File: src/core/isp_pkg.sv
// Constants, register map and state encodings for the program-memory control block
// Behaviour
// - Reboot bit written 1 with loader select and program enable 1 resets controller.
// - Reboot bit position reads 1 while running in forced loader boot.
// - Aux RAM enable bit gates the on-chip auxiliary RAM.
// - Loader select picks which bank runs the loader and which is rewritten.
// - Programming mode starts only after idle entry and interrupt wake with enable set.
// - Erase, program and read operations run only while in idle during programming mode.
// - Program enable clear makes memory read-only and blocks erase and program.
// - After power-on the first fetch is from the application bank unless forced.
// - Forced loader boot when straps a and b both low, or strap c low.
// - Special setting registers refuse access while in programming mode.
// - Security bits only go 1 to 0; only erase-all returns them to 1.
// - Security register sits at the last address of loader space.
// - Lock bit 0 blocks external access to memory and special registers.
// - Inhibit 0: external table reads never return internal memory contents.
// - Table reads run from internal memory may always read everything.
// - Inhibit 1: table reads carry no region restriction.
// - Encryption on: port 0 data passes through encoding logic.
// - Encryption bit returned to 1 only by whole-chip erase.
// - Security bit 7 at 0 selects half oscillator gain.
// - Control register writable only after 87h then 59h to unlock register.
// - Switching from application to loader bank clears the program counter.
package isp_pkg;
   localparam int ADDR_W = 12;
   localparam logic [7:0] IDX_CONTROL = 8'hbf;
   localparam logic [7:0] IDX_UNLOCK = 8'hc0;
   localparam logic [7:0] IDX_SECURITY = 8'hc1;
   localparam logic [7:0] IDX_IDENT = 8'hc2;
   localparam logic [7:0] IDX_STATUS = 8'hc3;
   localparam int CTL_REBOOT = 7;
   localparam int CTL_AUXRAM = 4;
   localparam int CTL_LOADSEL = 1;
   localparam int CTL_PROGEN = 0;
   localparam int SEC_LOCK = 0;
   localparam int SEC_INHIBIT = 1;
   localparam int SEC_ENCRYPT = 2;
   localparam int SEC_OSCGAIN = 7;
   localparam logic [7:0] CONTROL_RESET = 8'h00;
   localparam logic [7:0] SECURITY_ERASED = 8'hff;
   localparam logic [7:0] UNLOCK_KEY_FIRST = 8'h87;
   localparam logic [7:0] UNLOCK_KEY_SECOND = 8'h59;
   localparam logic [15:0] SECURITY_LOADER_ADDR = 16'hffff;
   localparam logic [1:0] STRAP_SETTLE = 2'h3;
   // Arbitrary value
   localparam logic [7:0] IDENT_DEFAULT = 8'h3c;
   // Arbitrary value
   localparam logic [7:0] ENCRYPT_KEY_DEFAULT = 8'h5a;
   typedef enum logic [1:0] {
      LOCKED = 2'b00,
      GOT_FIRST = 2'b01,
      OPEN = 2'b10
   } unlock_e;
   typedef enum logic [1:0] {
      RUN = 2'b00,
      ARMED = 2'b01,
      PROGRAMMING = 2'b10
   } isp_e;
endpackage

File: src/core/isp_boot_security_control.sv
// Program-memory control, forced boot and security logic with APB registers
//
// Added by the designer: register access over APB.
module isp_boot_security_control #(
   parameter logic [7:0] IDENT_CODE = isp_pkg::IDENT_DEFAULT,
   parameter logic [7:0] ENCRYPT_KEY = isp_pkg::ENCRYPT_KEY_DEFAULT,
   parameter logic [7:0] SECURITY_INIT = isp_pkg::SECURITY_ERASED
) (
   input wire logic clk,
   input wire logic rst,
   input wire logic psel,
   input wire logic penable,
   input wire logic pwrite,
   input wire logic [isp_pkg::ADDR_W-1:0] paddr,
   input wire logic [31:0] pwdata,
   output logic [31:0] prdata,
   output logic pready,
   output logic pslverr,
   input wire logic strap_pin_a,
   input wire logic strap_pin_b,
   input wire logic strap_pin_c,
   input wire logic idle_mode,
   input wire logic wake_interrupt,
   input wire logic op_request,
   input wire logic erase_all_request,
   input wire logic table_read_from_internal,
   input wire logic loader_access,
   input wire logic [15:0] loader_addr,
   input wire logic [7:0] port0_raw,
   output logic [7:0] port0_data,
   output logic controller_reset,
   output logic core_hold,
   output logic exec_loader_bank,
   output logic rewrite_target_loader,
   output logic aux_ram_enable,
   output logic isp_mode,
   output logic pc_clear,
   output logic op_grant,
   output logic op_refused,
   output logic table_read_internal_ok,
   output logic security_selected,
   output logic external_access_block,
   output logic osc_low_gain,
   output logic encrypt_active
);
   import isp_pkg::*;

   logic [7:0] control;
   logic [7:0] security;
   logic reboot;
   logic forced_loader_boot;
   logic [1:0] settle_count;
   logic [2:0] strap_sync1;
   logic [2:0] strap_sync2;
   unlock_e unlock_state;
   isp_e isp_state;

   logic setup_phase;
   logic access_ok;
   logic [7:0] idx;
   logic aligned;
   logic mapped;
   logic special;
   logic refuse;
   logic wr_control;
   logic wr_unlock;
   logic wr_security;
   logic op_allowed;
   logic [7:0] control_read;
   logic [7:0] status_read;
   logic [7:0] read_byte;

   assign setup_phase = psel & ~penable;
   assign access_ok = psel & penable & ~pslverr;
   assign idx = paddr[9:2];
   assign aligned = (paddr[1:0] == 2'h0) && (paddr[ADDR_W-1:10] == '0);
   assign mapped = aligned && (idx == IDX_CONTROL || idx == IDX_UNLOCK ||
      idx == IDX_SECURITY || idx == IDX_IDENT || idx == IDX_STATUS);
   assign special = (idx == IDX_SECURITY) || (idx == IDX_IDENT);
   assign refuse = special && (isp_state == PROGRAMMING);
   assign wr_control = access_ok && pwrite && idx == IDX_CONTROL && unlock_state == OPEN;
   assign wr_unlock = access_ok && pwrite && idx == IDX_UNLOCK;
   assign wr_security = access_ok && pwrite && idx == IDX_SECURITY;
   // Operations only while idle inside programming mode with enable still set
   assign op_allowed = (isp_state == PROGRAMMING) && control[CTL_PROGEN] && idle_mode;

   // Bit 7 reads the forced boot flag, not the stored reboot request
   assign control_read = {forced_loader_boot, 2'b00, control[CTL_AUXRAM], 2'b00,
      control[CTL_LOADSEL], control[CTL_PROGEN]};
   assign status_read = {2'b00, isp_state, exec_loader_bank, forced_loader_boot,
      (unlock_state == OPEN), core_hold};

   always_comb begin
      read_byte = 8'h00;
      unique case (idx)
         IDX_CONTROL: read_byte = control_read;
         IDX_UNLOCK: read_byte = {7'h00, unlock_state == OPEN};
         IDX_SECURITY: read_byte = security;
         IDX_IDENT: read_byte = IDENT_CODE;
         IDX_STATUS: read_byte = status_read;
         default: read_byte = 8'h00;
      endcase
   end

   // APB answer: data and error registered in setup, zero wait states
   always_ff @(posedge clk or posedge rst) begin
      if (rst) begin
         pready <= 1'b0;
         prdata <= 32'h0000_0000;
         pslverr <= 1'b0;
      end else begin
         pready <= 1'b1;
         if (setup_phase) begin
            pslverr <= ~mapped | refuse;
            prdata <= (mapped && !refuse && !pwrite) ? {24'h00_0000, read_byte} : 32'h0000_0000;
         end else if (!psel) begin
            pslverr <= 1'b0;
            prdata <= 32'h0000_0000;
         end
      end
   end

   // Straps cross in from board pins
   always_ff @(posedge clk or posedge rst) begin
      if (rst) begin
         strap_sync1 <= 3'h7;
         strap_sync2 <= 3'h7;
      end else begin
         strap_sync1 <= {strap_pin_c, strap_pin_b, strap_pin_a};
         strap_sync2 <= strap_sync1;
      end
   end

   // Reboot request lasts one cycle and re-runs the power-on sequence
   always_ff @(posedge clk or posedge rst) begin
      if (rst) begin
         reboot <= 1'b0;
      end else begin
         reboot <= wr_control && pwdata[CTL_REBOOT] && pwdata[CTL_LOADSEL] &&
            pwdata[CTL_PROGEN];
      end
   end

   always_ff @(posedge clk or posedge rst) begin
      if (rst) begin
         controller_reset <= 1'b0;
      end else begin
         controller_reset <= reboot;
      end
   end

   // Straps caught once the synchroniser has filled with pin levels
   always_ff @(posedge clk or posedge rst) begin
      if (rst) begin
         settle_count <= STRAP_SETTLE;
         forced_loader_boot <= 1'b0;
         core_hold <= 1'b1;
      end else if (reboot) begin
         settle_count <= STRAP_SETTLE;
         forced_loader_boot <= 1'b0;
         core_hold <= 1'b1;
      end else if (settle_count != 2'h0) begin
         settle_count <= settle_count - 2'h1;
         if (settle_count == 2'h1) begin
            forced_loader_boot <= (~strap_sync2[0] & ~strap_sync2[1]) | ~strap_sync2[2];
            core_hold <= 1'b0;
         end
      end
   end

   // Control register: only the aux RAM, loader select and program enable bits are kept
   always_ff @(posedge clk or posedge rst) begin
      if (rst) begin
         control <= CONTROL_RESET;
      end else if (reboot) begin
         control <= CONTROL_RESET;
      end else if (wr_control) begin
         control <= CONTROL_RESET;
         control[CTL_AUXRAM] <= pwdata[CTL_AUXRAM];
         control[CTL_LOADSEL] <= pwdata[CTL_LOADSEL];
         control[CTL_PROGEN] <= pwdata[CTL_PROGEN];
      end
   end

   // Two-key unlock; any other value closes it again
   always_ff @(posedge clk or posedge rst) begin
      if (rst) begin
         unlock_state <= LOCKED;
      end else if (reboot) begin
         unlock_state <= LOCKED;
      end else if (wr_unlock) begin
         if (pwdata[7:0] == UNLOCK_KEY_FIRST) begin
            unlock_state <= GOT_FIRST;
         end else if (pwdata[7:0] == UNLOCK_KEY_SECOND && unlock_state == GOT_FIRST) begin
            unlock_state <= OPEN;
         end else begin
            unlock_state <= LOCKED;
         end
      end
   end

   // Programming mode entry waits for idle and then an interrupt wake
   always_ff @(posedge clk or posedge rst) begin
      if (rst) begin
         isp_state <= RUN;
      end else if (reboot) begin
         isp_state <= RUN;
      end else begin
         unique case (isp_state)
            RUN: begin
               if (control[CTL_PROGEN] && idle_mode) begin
                  isp_state <= ARMED;
               end
            end
            ARMED: begin
               if (!control[CTL_PROGEN]) begin
                  isp_state <= RUN;
               end else if (wake_interrupt) begin
                  isp_state <= PROGRAMMING;
               end
            end
            PROGRAMMING: begin
               if (!control[CTL_PROGEN]) begin
                  isp_state <= RUN;
               end
            end
            default: isp_state <= RUN;
         endcase
      end
   end

   always_ff @(posedge clk or posedge rst) begin
      if (rst) begin
         isp_mode <= 1'b0;
      end else begin
         isp_mode <= (isp_state == PROGRAMMING) && !reboot;
      end
   end

   // Execution bank and program counter clear on the bank switch
   always_ff @(posedge clk or posedge rst) begin
      if (rst) begin
         exec_loader_bank <= 1'b0;
         pc_clear <= 1'b0;
      end else if (reboot) begin
         exec_loader_bank <= 1'b0;
         pc_clear <= 1'b0;
      end else begin
         pc_clear <= 1'b0;
         if (settle_count == 2'h1) begin
            exec_loader_bank <= (~strap_sync2[0] & ~strap_sync2[1]) | ~strap_sync2[2];
         end else if (isp_state == ARMED && control[CTL_PROGEN] && wake_interrupt &&
                      control[CTL_LOADSEL] && !exec_loader_bank) begin
            exec_loader_bank <= 1'b1;
            pc_clear <= 1'b1;
         end
      end
   end

   always_ff @(posedge clk or posedge rst) begin
      if (rst) begin
         rewrite_target_loader <= 1'b0;
         aux_ram_enable <= 1'b0;
      end else begin
         rewrite_target_loader <= ~control[CTL_LOADSEL];
         aux_ram_enable <= control[CTL_AUXRAM];
      end
   end

   // Memory operation gate for the command logic
   always_ff @(posedge clk or posedge rst) begin
      if (rst) begin
         op_grant <= 1'b0;
         op_refused <= 1'b0;
      end else begin
         op_grant <= (op_request | erase_all_request) & op_allowed;
         op_refused <= (op_request | erase_all_request) & ~op_allowed;
      end
   end

   // Nonvolatile bits: a warm reboot leaves them alone; erase-all wins over a write
   always_ff @(posedge clk or posedge rst) begin
      if (rst) begin
         security <= SECURITY_INIT;
      end else if (erase_all_request && op_allowed) begin
         security <= SECURITY_ERASED;
      end else if (wr_security) begin
         security <= security & pwdata[7:0];
      end
   end

   // Decoded protection outputs
   always_ff @(posedge clk or posedge rst) begin
      if (rst) begin
         external_access_block <= 1'b1;
         osc_low_gain <= 1'b0;
         encrypt_active <= 1'b0;
         table_read_internal_ok <= 1'b0;
         security_selected <= 1'b0;
      end else begin
         external_access_block <= ~security[SEC_LOCK];
         osc_low_gain <= ~security[SEC_OSCGAIN];
         encrypt_active <= ~security[SEC_ENCRYPT];
         table_read_internal_ok <= table_read_from_internal | security[SEC_INHIBIT];
         security_selected <= loader_access && (loader_addr == SECURITY_LOADER_ADDR);
      end
   end

   // Encoding costs one register stage on port 0 either way
   always_ff @(posedge clk or posedge rst) begin
      if (rst) begin
         port0_data <= 8'h00;
      end else if (!security[SEC_ENCRYPT]) begin
         port0_data <= port0_raw ^ ENCRYPT_KEY;
      end else begin
         port0_data <= port0_raw;
      end
   end
endmodule

File: config.mk
export PLATFORM = sky130hd
export DESIGN_NAME = isp_boot_security_control
export DESIGN_NICKNAME = d
export VERILOG_FILES = /design/src/core/isp_pkg.sv /design/src/core/isp_boot_security_control.sv
export SDC_FILE = /design/constraint.sdc
export NUM_CORES = 1
export LEC_CHECK = 0
export ABC_AREA = 1
export BUFFER_PORTS_ARGS = -buffer_cell sky130_fd_sc_hd__buf_2
export CAP_MARGIN = 30
export CELL_PAD_IN_SITES_DETAIL_PLACEMENT = 0
export CELL_PAD_IN_SITES_GLOBAL_PLACEMENT = 1
export CORE_ASPECT_RATIO = 1.25
export CORE_MARGIN = 5
export CORE_UTILIZATION = 31
export DETAILED_ROUTE_END_ITERATION = 7
export GPL_TIMING_DRIVEN = 0
export PLACE_DENSITY_LB_ADDON = 0.1
export SLEW_MARGIN = 20
export SYNTH_ARGS = -nofsm -noshare
export SYNTH_HDL_FRONTEND = slang
export SYNTH_SLANG_ARGS = --single-unit
File: constraint.sdc
create_clock -name clk -period 4.5 [get_ports clk]
set_clock_uncertainty 0.2 [all_clocks]
set_input_delay 0.9 -clock clk [delete_from_list [all_inputs] [get_ports clk]]
set_output_delay 0.9 -clock clk [all_outputs]
set_load 0.01 [all_outputs]
==> summary by stage, run 1 <==
Critical path
For this run, the slowest stage of the critical path takes 0.56 ns. The slowest stage of the critical path is the sky130_fd_sc_hd__dfstp_2 cell. The critical path arrival is 1.03 ns. The critical path is of the reg2out type. STA classifies the critical path startpoint as a register. Traced cell by cell, the critical path runs through buf_2. The endpoint class of the critical path is an output pin.

The register-to-register path setup slack is 2.90 ns. The startpoint of the worst-slack reg-to-reg timing path is pslverr. The maximum fanout along the worst path is 3. Data on the critical path is required at its endpoint by 3.40 ns. Together, buffers and inverters on the worst path number 1. In this run the critical register-to-register path is captured at control[1]. The largest delay contributor family on the critical path is flip-flops.

The worst register-to-register path has a depth of 6.

Timing
The total setup violations reported at the end of the flow is 0. The number of pins with negative max-slew slack in the final report is 0. The worst path meets setup with 2.37 ns of slack. Setup repair after global routing left no endpoint under its margin. Of the available clock period, the critical path in the final layout requires 0.473. Timing would allow up to 0.470 GHz.

The worst slew slack as a fraction of its limit is 0.534. After layout, the minimum clock period comes to 2.13 ns. The total negative setup slack is 0 ns. The final hold violation count is 0. The worst-margin pin slew is 0.699 ns.

Clock tree
Buffers inserted during clock tree synthesis total 9. The TritonCTS clock tree is done. The H-tree depth is 3. CTS saw 57 sinks.

The clock latency of the later-clocked register in the worst-skew pair is 0.34 ns. The clock-pin slew on the worst setup and hold paths is 0.07 ns. Counting along the longest clock path gives a buffer depth of 2. The total of cells resized after clock tree synthesis is 0. The tree is rooted in a sky130_fd_sc_hd__clkbuf_8. In this run, post-CTS hold repair placed 0 buffers. The post-CTS setup buffer count is 0.

GRT
In the global route stage, overall resource usage came out at 0.129. The initial antenna violation count is 0. The via count of the first global-routing pass is 2,358.

After global routing the overflow that remains totals 0. The pin count of the biggest net entering global routing is 58. The global-route wire length before repair is 10,900 um.

Drt
After detailed routing, the number of remaining DRC violations is 0. The number of iterations in the first detailed-routing pass is 4. The detailed router finished its first iteration with 66 violations. The total number of vias is 2,293. The detail route stage leaves a number of antenna-violating nets equal to 0.

The number of vias per cell is 4.15. The final wirelength is 6760 um. After detailed routing, the average wire length per cell comes to 12.2 um.

Pwr
The total power density per cell area is 336 nW/um2. For this design the static power due to leakage is 0.00194 uW. The maximum vdd ir drop is 0.000146 V.

Die
The floorplan die height is 116 um. For this configuration, the core starts out at a cell density of 0.318. The number of ports placed on the die boundary is 138. In this run the horizontal extent of the chip is 94.7 um. The region available for standard cell placement spans 8750 um2. The number of standard-cell rows in the floorplan is 38.

The floorplan step defined a die boundary enclosing 11,000 um2.

Final layout
In the final layout, the share of cells above drive strength 1 is 0.407. 0 antenna diodes ended up in the layout. The growth of design area from synthesis to finish is 31.9%. The post-layout net count is 511.

Worst hold path
The startpoint identified for the worst hold timing path is strap_sync1[0]. In this run the worst hold path is classified as reg2reg. The count of cells along the worst hold path is 0. The endpoint with the worst hold slack is strap_sync2[0].

Synthesis
The post-synthesis instance total is 304. The synthesized flop and latch total is 57. The number of synthesis warnings is 0. After synthesis the cells add up to 2780 um2.

In this run, distinct cell masters in the synthesized netlist total 39. A synthesized cell averages 9.15 um2. Of the synthesized area, sequential elements account for 0.521.

Placed design
The total of buffers placed on input and output ports is 89. The placer congestion estimate is 0.870. The worst slack at placement is 2.24 ns. Detailed placement finished with a half-perimeter wire length of 5310 um.

Flow run
Across the run, the number of max-cap violations was 0.

Outcome
The flow ran to the end, and the final reports show no timing, DRC or antenna violations.
[cell families (layout without fill, tap and decap cells)]
| kind of cell | Yosys count | in the layout | share of synthesized area |
|---|---|---|---|
| compound gates | 29 | 29 | 0.0603 |
| other cells | 2 | 25 | 0.00270 |
| xor+xnor | 4 | 4 | 0.0126 |
| buf+inv | 66 | 171 | 0.125 |
| simple gates | 144 | 144 | 0.269 |
| fa+ha+maj | 2 | 2 | 0.00899 |
| flops | 57 | 57 | 0.521 |
[layout make-up]
class | count | area [um2]
buffer | 28 | 205
clock buffer | 10 | 138
clock inverter | 6 | 66.3
fill | 953 | 5080
inverter | 38 | 146
multi-input combinational | 204 | 1070
sequential | 57 | 1450
tap | 120 | 150
timing repair buffer | 89 | 445
[where the power goes]
part	switching [uW]	internal (uW)	total, uW
registers	20.1	550	570
logic	95.7	72.7	168
clock network	222	271	493
[state kept, by name (all words and copies together) (netlist names), 3 cells and up]
register and count:
control 3, port0_data 8, prdata 8, security 8, strap_sync1 3, strap_sync2 3
[per-layer routing]
layer,up-vias,wire (um),track usage,part of all wire
met5,-,0,0,0
met4,0,129,0.0577,0.019
met3,12,635,0.0455,0.094
met2,95,3150,0.202,0.47
met1,1013,2840,0.161,0.42
li1,1173,-,-,-
[through the flow]
step | std cells | cell area [um2] | hold slack, ns | total power [uW] | util
floorplan | 327 | 2870 | 0.145 | 684 | -
global placement | 536 | 3460 | 0.146 | 747 | 0.396
detailed placement | 536 | 3470 | 0.147 | 750 | 0.396
CTS | 552 | 3670 | 0.157 | 1250 | 0.420
global route | 552 | 3670 | 0.159 | 1300 | 0.420
finish | 552 | 3670 | 0.157 | 1230 | 0.420
[cell usage after synthesis]
cell type / number / area share
sky130_fd_sc_hd__buf_6: 1 / 0.0040
sky130_fd_sc_hd__dfrtp_1: 39 / 0.35
sky130_fd_sc_hd__a32o_1: 1 / 0.0036
sky130_fd_sc_hd__clkinv_2: 1 / 0.0018
sky130_fd_sc_hd__nand2_1: 51 / 0.069
sky130_fd_sc_hd__o21ai_1: 8 / 0.014
sky130_fd_sc_hd__inv_2: 1 / 0.0013
sky130_fd_sc_hd__buf_4: 24 / 0.065
sky130_fd_sc_hd__o2bb2ai_1: 1 / 0.0031
sky130_fd_sc_hd__dfstp_2: 18 / 0.17
sky130_fd_sc_hd__inv_1: 35 / 0.047
sky130_fd_sc_hd__nor2_8: 1 / 0.0072
sky130_fd_sc_hd__a21oi_1: 3 / 0.0054
sky130_fd_sc_hd__nand2_4: 3 / 0.012
sky130_fd_sc_hd__nor3_2: 1 / 0.0036
sky130_fd_sc_hd__ha_1: 2 / 0.0090
sky130_fd_sc_hd__nor3_1: 9 / 0.016
sky130_fd_sc_hd__or2_2: 1 / 0.0022
sky130_fd_sc_hd__nand2_2: 8 / 0.018
sky130_fd_sc_hd__nor2_4: 3 / 0.012
sky130_fd_sc_hd__buf_2: 2 / 0.0036
sky130_fd_sc_hd__nor3b_2: 1 / 0.0045
sky130_fd_sc_hd__nor2_1: 23 / 0.031
sky130_fd_sc_hd__o31ai_1: 1 / 0.0027
sky130_fd_sc_hd__conb_1: 2 / 0.0027
sky130_fd_sc_hd__nand4_4: 1 / 0.0076
sky130_fd_sc_hd__nor3_4: 1 / 0.0058
sky130_fd_sc_hd__o21ai_0: 11 / 0.020
sky130_fd_sc_hd__clkinv_1: 1 / 0.0013
sky130_fd_sc_hd__nor4_1: 3 / 0.0067
sky130_fd_sc_hd__nand3b_1: 1 / 0.0027
sky130_fd_sc_hd__nand4_1: 8 / 0.018
sky130_fd_sc_hd__o21ai_2: 2 / 0.0063
sky130_fd_sc_hd__o211ai_1: 1 / 0.0027
sky130_fd_sc_hd__clkbuf_1: 1 / 0.0013
sky130_fd_sc_hd__nand3_1: 28 / 0.050
sky130_fd_sc_hd__o22ai_1: 1 / 0.0022
sky130_fd_sc_hd__nor2_2: 1 / 0.0022
sky130_fd_sc_hd__xnor2_1: 4 / 0.013
[placed cells by master, fill, tap and decap left out, types with 9 or more instances in the layout]
master,count
sky130_fd_sc_hd__nand2_1,51
sky130_fd_sc_hd__buf_4,24
sky130_fd_sc_hd__dfstp_2,18
sky130_fd_sc_hd__buf_2,91
sky130_fd_sc_hd__dfrtp_1,39
sky130_fd_sc_hd__nor2_1,23
sky130_fd_sc_hd__nand3_1,28
sky130_fd_sc_hd__nor3_1,9
sky130_fd_sc_hd__o21ai_0,11
sky130_fd_sc_hd__inv_1,34
sky130_fd_sc_hd__conb_1,25
sky130_fd_sc_hd__clkbuf_8,10
[worst max path at each step]
| stage | start | to | slack, ns | cells past startpoint |
|---|---|---|---|---|
| floorplan | rst | aux_ram_enable | 2.03 | 1 |
| global placement | rst | prdata[5] | 1.28 | 2 |
| detailed placement | paddr[3] | prdata[0] | 2.24 | 11 |
| CTS | core_hold | core_hold | 2.34 | 1 |
| global route | core_hold | core_hold | 2.33 | 1 |
| finish | core_hold | core_hold | 2.37 | 1 |
No activity file was read; power rests on OpenSTA's default activity.
==> inputs of run 2 (changes only) <==
==> constraint.sdc (replaced) <==
create_clock -name clk -period 2.17 [get_ports clk]
set_clock_uncertainty 0.2 [all_clocks]
set_input_delay 0.434 -clock clk [delete_from_list [all_inputs] [get_ports clk]]
set_output_delay 0.434 -clock clk [all_outputs]
set_load 0.01 [all_outputs]
==> summary by stage, run 2 (synthesis gave the netlist of run 1 again) <==
Drt
The number of violations reported at the end of detailed-routing iteration 0 is 65 (-1.5%). The number of vias per cell was 4.14 (-0.26%). The final wirelength was 6840 um (+1.3%). The DRC violations left came to 0 (unchanged). The total number of vias came to 2,316 (+1.0%). The post-route antenna net violation count came to 0 (unchanged). The routed length per instance is 12.2 um (about the same).

The number of iterations in the first detailed-routing pass is 4 (unchanged).

Final layout
Leaving out fill and tap cells, the most frequent cell in the layout is sky130_fd_sc_hd__buf_2. The antenna diode count is 0 (unchanged). In the layout the commonest cells are sky130_fd_sc_hd__buf_2 (91), sky130_fd_sc_hd__nand2_1 (51), sky130_fd_sc_hd__dfrtp_1 (39).

The count of filler cells inserted in the layout was 945 (-0.84%). The post-layout net count is 518 (+1.4%). The final non-filler cell area is 3740 um2 (+1.9%). From synthesis to final layout, the design area changed by 34.4%.

The fraction of final layout cells sized beyond drive strength 1 is 0.401 (-0.00650). In the final layout, the registers with the most flip-flops are port0_data (8), prdata (8), security (8).

Critical path
The critical path arrival came to 1.04 ns (about the same). The endpoint class of the critical path is an output pin. The largest delay contributor family on the critical path is flip-flops. Walking the worst path, the cells encountered are buf_2. The buffer and inverter count on the worst path is 1 (unchanged). The maximum fanout along the worst path is 3 (unchanged).

The critical path is of the reg2out type. The slowest library cell on the worst path is sky130_fd_sc_hd__dfstp_2. The launching element type of the critical path is a register. The maximum cell stage delay along the critical path is 0.56 ns (about the same).

The required time of the critical path was 1.54 ns (-1.86 ns).

Die
The core box area is 8750 um2 (unchanged). The area enclosed by the die boundary was 11,000 um2 (unchanged). The die extent in x is 94.7 um (unchanged). The number of ports placed on the die boundary is 138 (unchanged).

The starting utilization of the core area is 0.318 (unchanged). The floorplan die height is 116 um (unchanged). The number of standard-cell rows in the floorplan is 38 (unchanged).

Timing
Of the available clock period, the critical path in the final layout requires 0.773. The number of pins with negative max-slew slack in the final report is 0 (unchanged). Counting I/O delays and the setup requirement, the final critical path takes 1.68 ns. The total negative setup slack is 0 ns (unchanged). The worst slew slack as a fraction of its limit is 0.534 (about the same).

Setup repair after global routing left no endpoint under its margin. The final worst setup slack is 0.493 ns (-1.88 ns). The total setup violations reported at the end of the flow is 0 (unchanged). The final hold violation count is 0 (unchanged).

The maximum clock rate is 0.596 GHz. The worst-margin pin slew came to 0.699 ns (+0.000479 ns).

Clock tree
The number of sinks driven by the clock tree was 57 (unchanged). The H-tree depth was 3 (unchanged). The number of buffers inserted during clock tree synthesis is 9 (unchanged). The clock latency of the later-clocked register in the worst-skew pair came to 0.34 ns (about the same). The maximum buffer depth of the clock tree was 2 (unchanged).

TritonCTS built the clock tree. The clock-pin slew on the worst setup and hold paths is 0.07 ns (about the same). The buffer type at the clock tree root is sky130_fd_sc_hd__clkbuf_8.

Placed design
The total of buffers placed on input and output ports is 89 (unchanged). The cell area after placement is 3470 um2 (unchanged). The final HPWL from detailed placement is 5310 um (unchanged). The placer congestion estimate is 0.870 (unchanged). The worst slack at placement came to 0.372 ns (-1.86 ns).

GRT
The global-route wire length before repair is 10,900 um (+0.57%). The via count of the first global-routing pass came to 2,357 (-0.042%). The total grt overflow was 0 (unchanged). The pin count of the biggest net entering global routing is 58 (unchanged). The initial antenna violation count came to 0 (unchanged).

The global-route total usage across every layer is 0.130 (+0.000814).

Flow run
The reported max-cap violation count is 0 (unchanged).

Pwr
The maximum vdd ir drop is 0.000300 V (+110%). The leakage component of the power is 0.00197 uW (+1.5%). The total power density per cell area is 687 nW/um2 (+100%).

Worst hold path
The min-delay analysis places its worst path in the category in2async.

Outcome
The flow ran to the end, and the final reports show no timing, DRC or antenna violations.
run 2: where the power goes:
part / total [uW] / switching, uW / internal, uW
logic: 359 / 200 / 159
registers: 1180 / 40.0 / 1140
clock network: 1030 / 466 / 562
run 2: what timing repair did:
| action | in CTS | in global routing |
|---|---|---|
| hold buffers | 7 | 0 |
| endpoints found under the hold margin | 7 | 0 |
| setup endpoints to repair | 0 | 0 |
| buffers inserted | 0 | 0 |
| resized for setup | 0 | 0 |
run 2: layout make-up:
class	count	area (um2)	share of cell area
plain buffers	28	205	0.0548
clock buffers	10	138	0.0368
well taps	120	150	0.0401
clock inverters	6	66.3	0.0177
inverters	38	146	0.0391
repair buffers	96	515	0.138
multi-input cells	204	1070	0.286
flip-flops and latches	57	1450	0.387
run 2: path summary, 6_finish.rpt:
path,startpoint,endpoint,slack (ns),depth (start not counted)
setup / recovery,core_hold,core_hold,0.49,1
hold / removal,rst,port0_data[5],0.003,2
hold reg to reg,strap_sync1[0],strap_sync2[0],0.16,0
setup reg to reg,pslverr,control[1],0.58,6
min in group clk,port0_raw[4],port0_data[4],0.05,2
max in group asynchronous,rst,port0_data[0],1.30,2
run 2: per-stage QoR:
step	total power [uW]	util	cells	hold WS (ns)
floorplan	1420	-	327	0.145
global placement	1550	0.396	536	0.146
detailed placement	1550	0.396	536	0.147
CTS	2600	0.428	559	0.0278
global route	2700	0.428	559	0.0457
finish	2570	0.428	559	0.00257
run 2: per-layer routing:
layer	global-route usage	share of wire
met3	0.0461	0.094
met4	0.0577	0.019
met5	0	0
met2	0.206	0.47
met1	0.160	0.41
run 2: worst register-to-register path, cell delays in order, from the launching register on:
cell and delay (ns):
sky130_fd_sc_hd__dfrtp_1 0.40, sky130_fd_sc_hd__nor3_2 0.31, sky130_fd_sc_hd__inv_2 0.15, sky130_fd_sc_hd__nor3_4 0.22, sky130_fd_sc_hd__nor2_2 0.08, sky130_fd_sc_hd__nand2_1 0.08, sky130_fd_sc_hd__o21ai_2 0.05
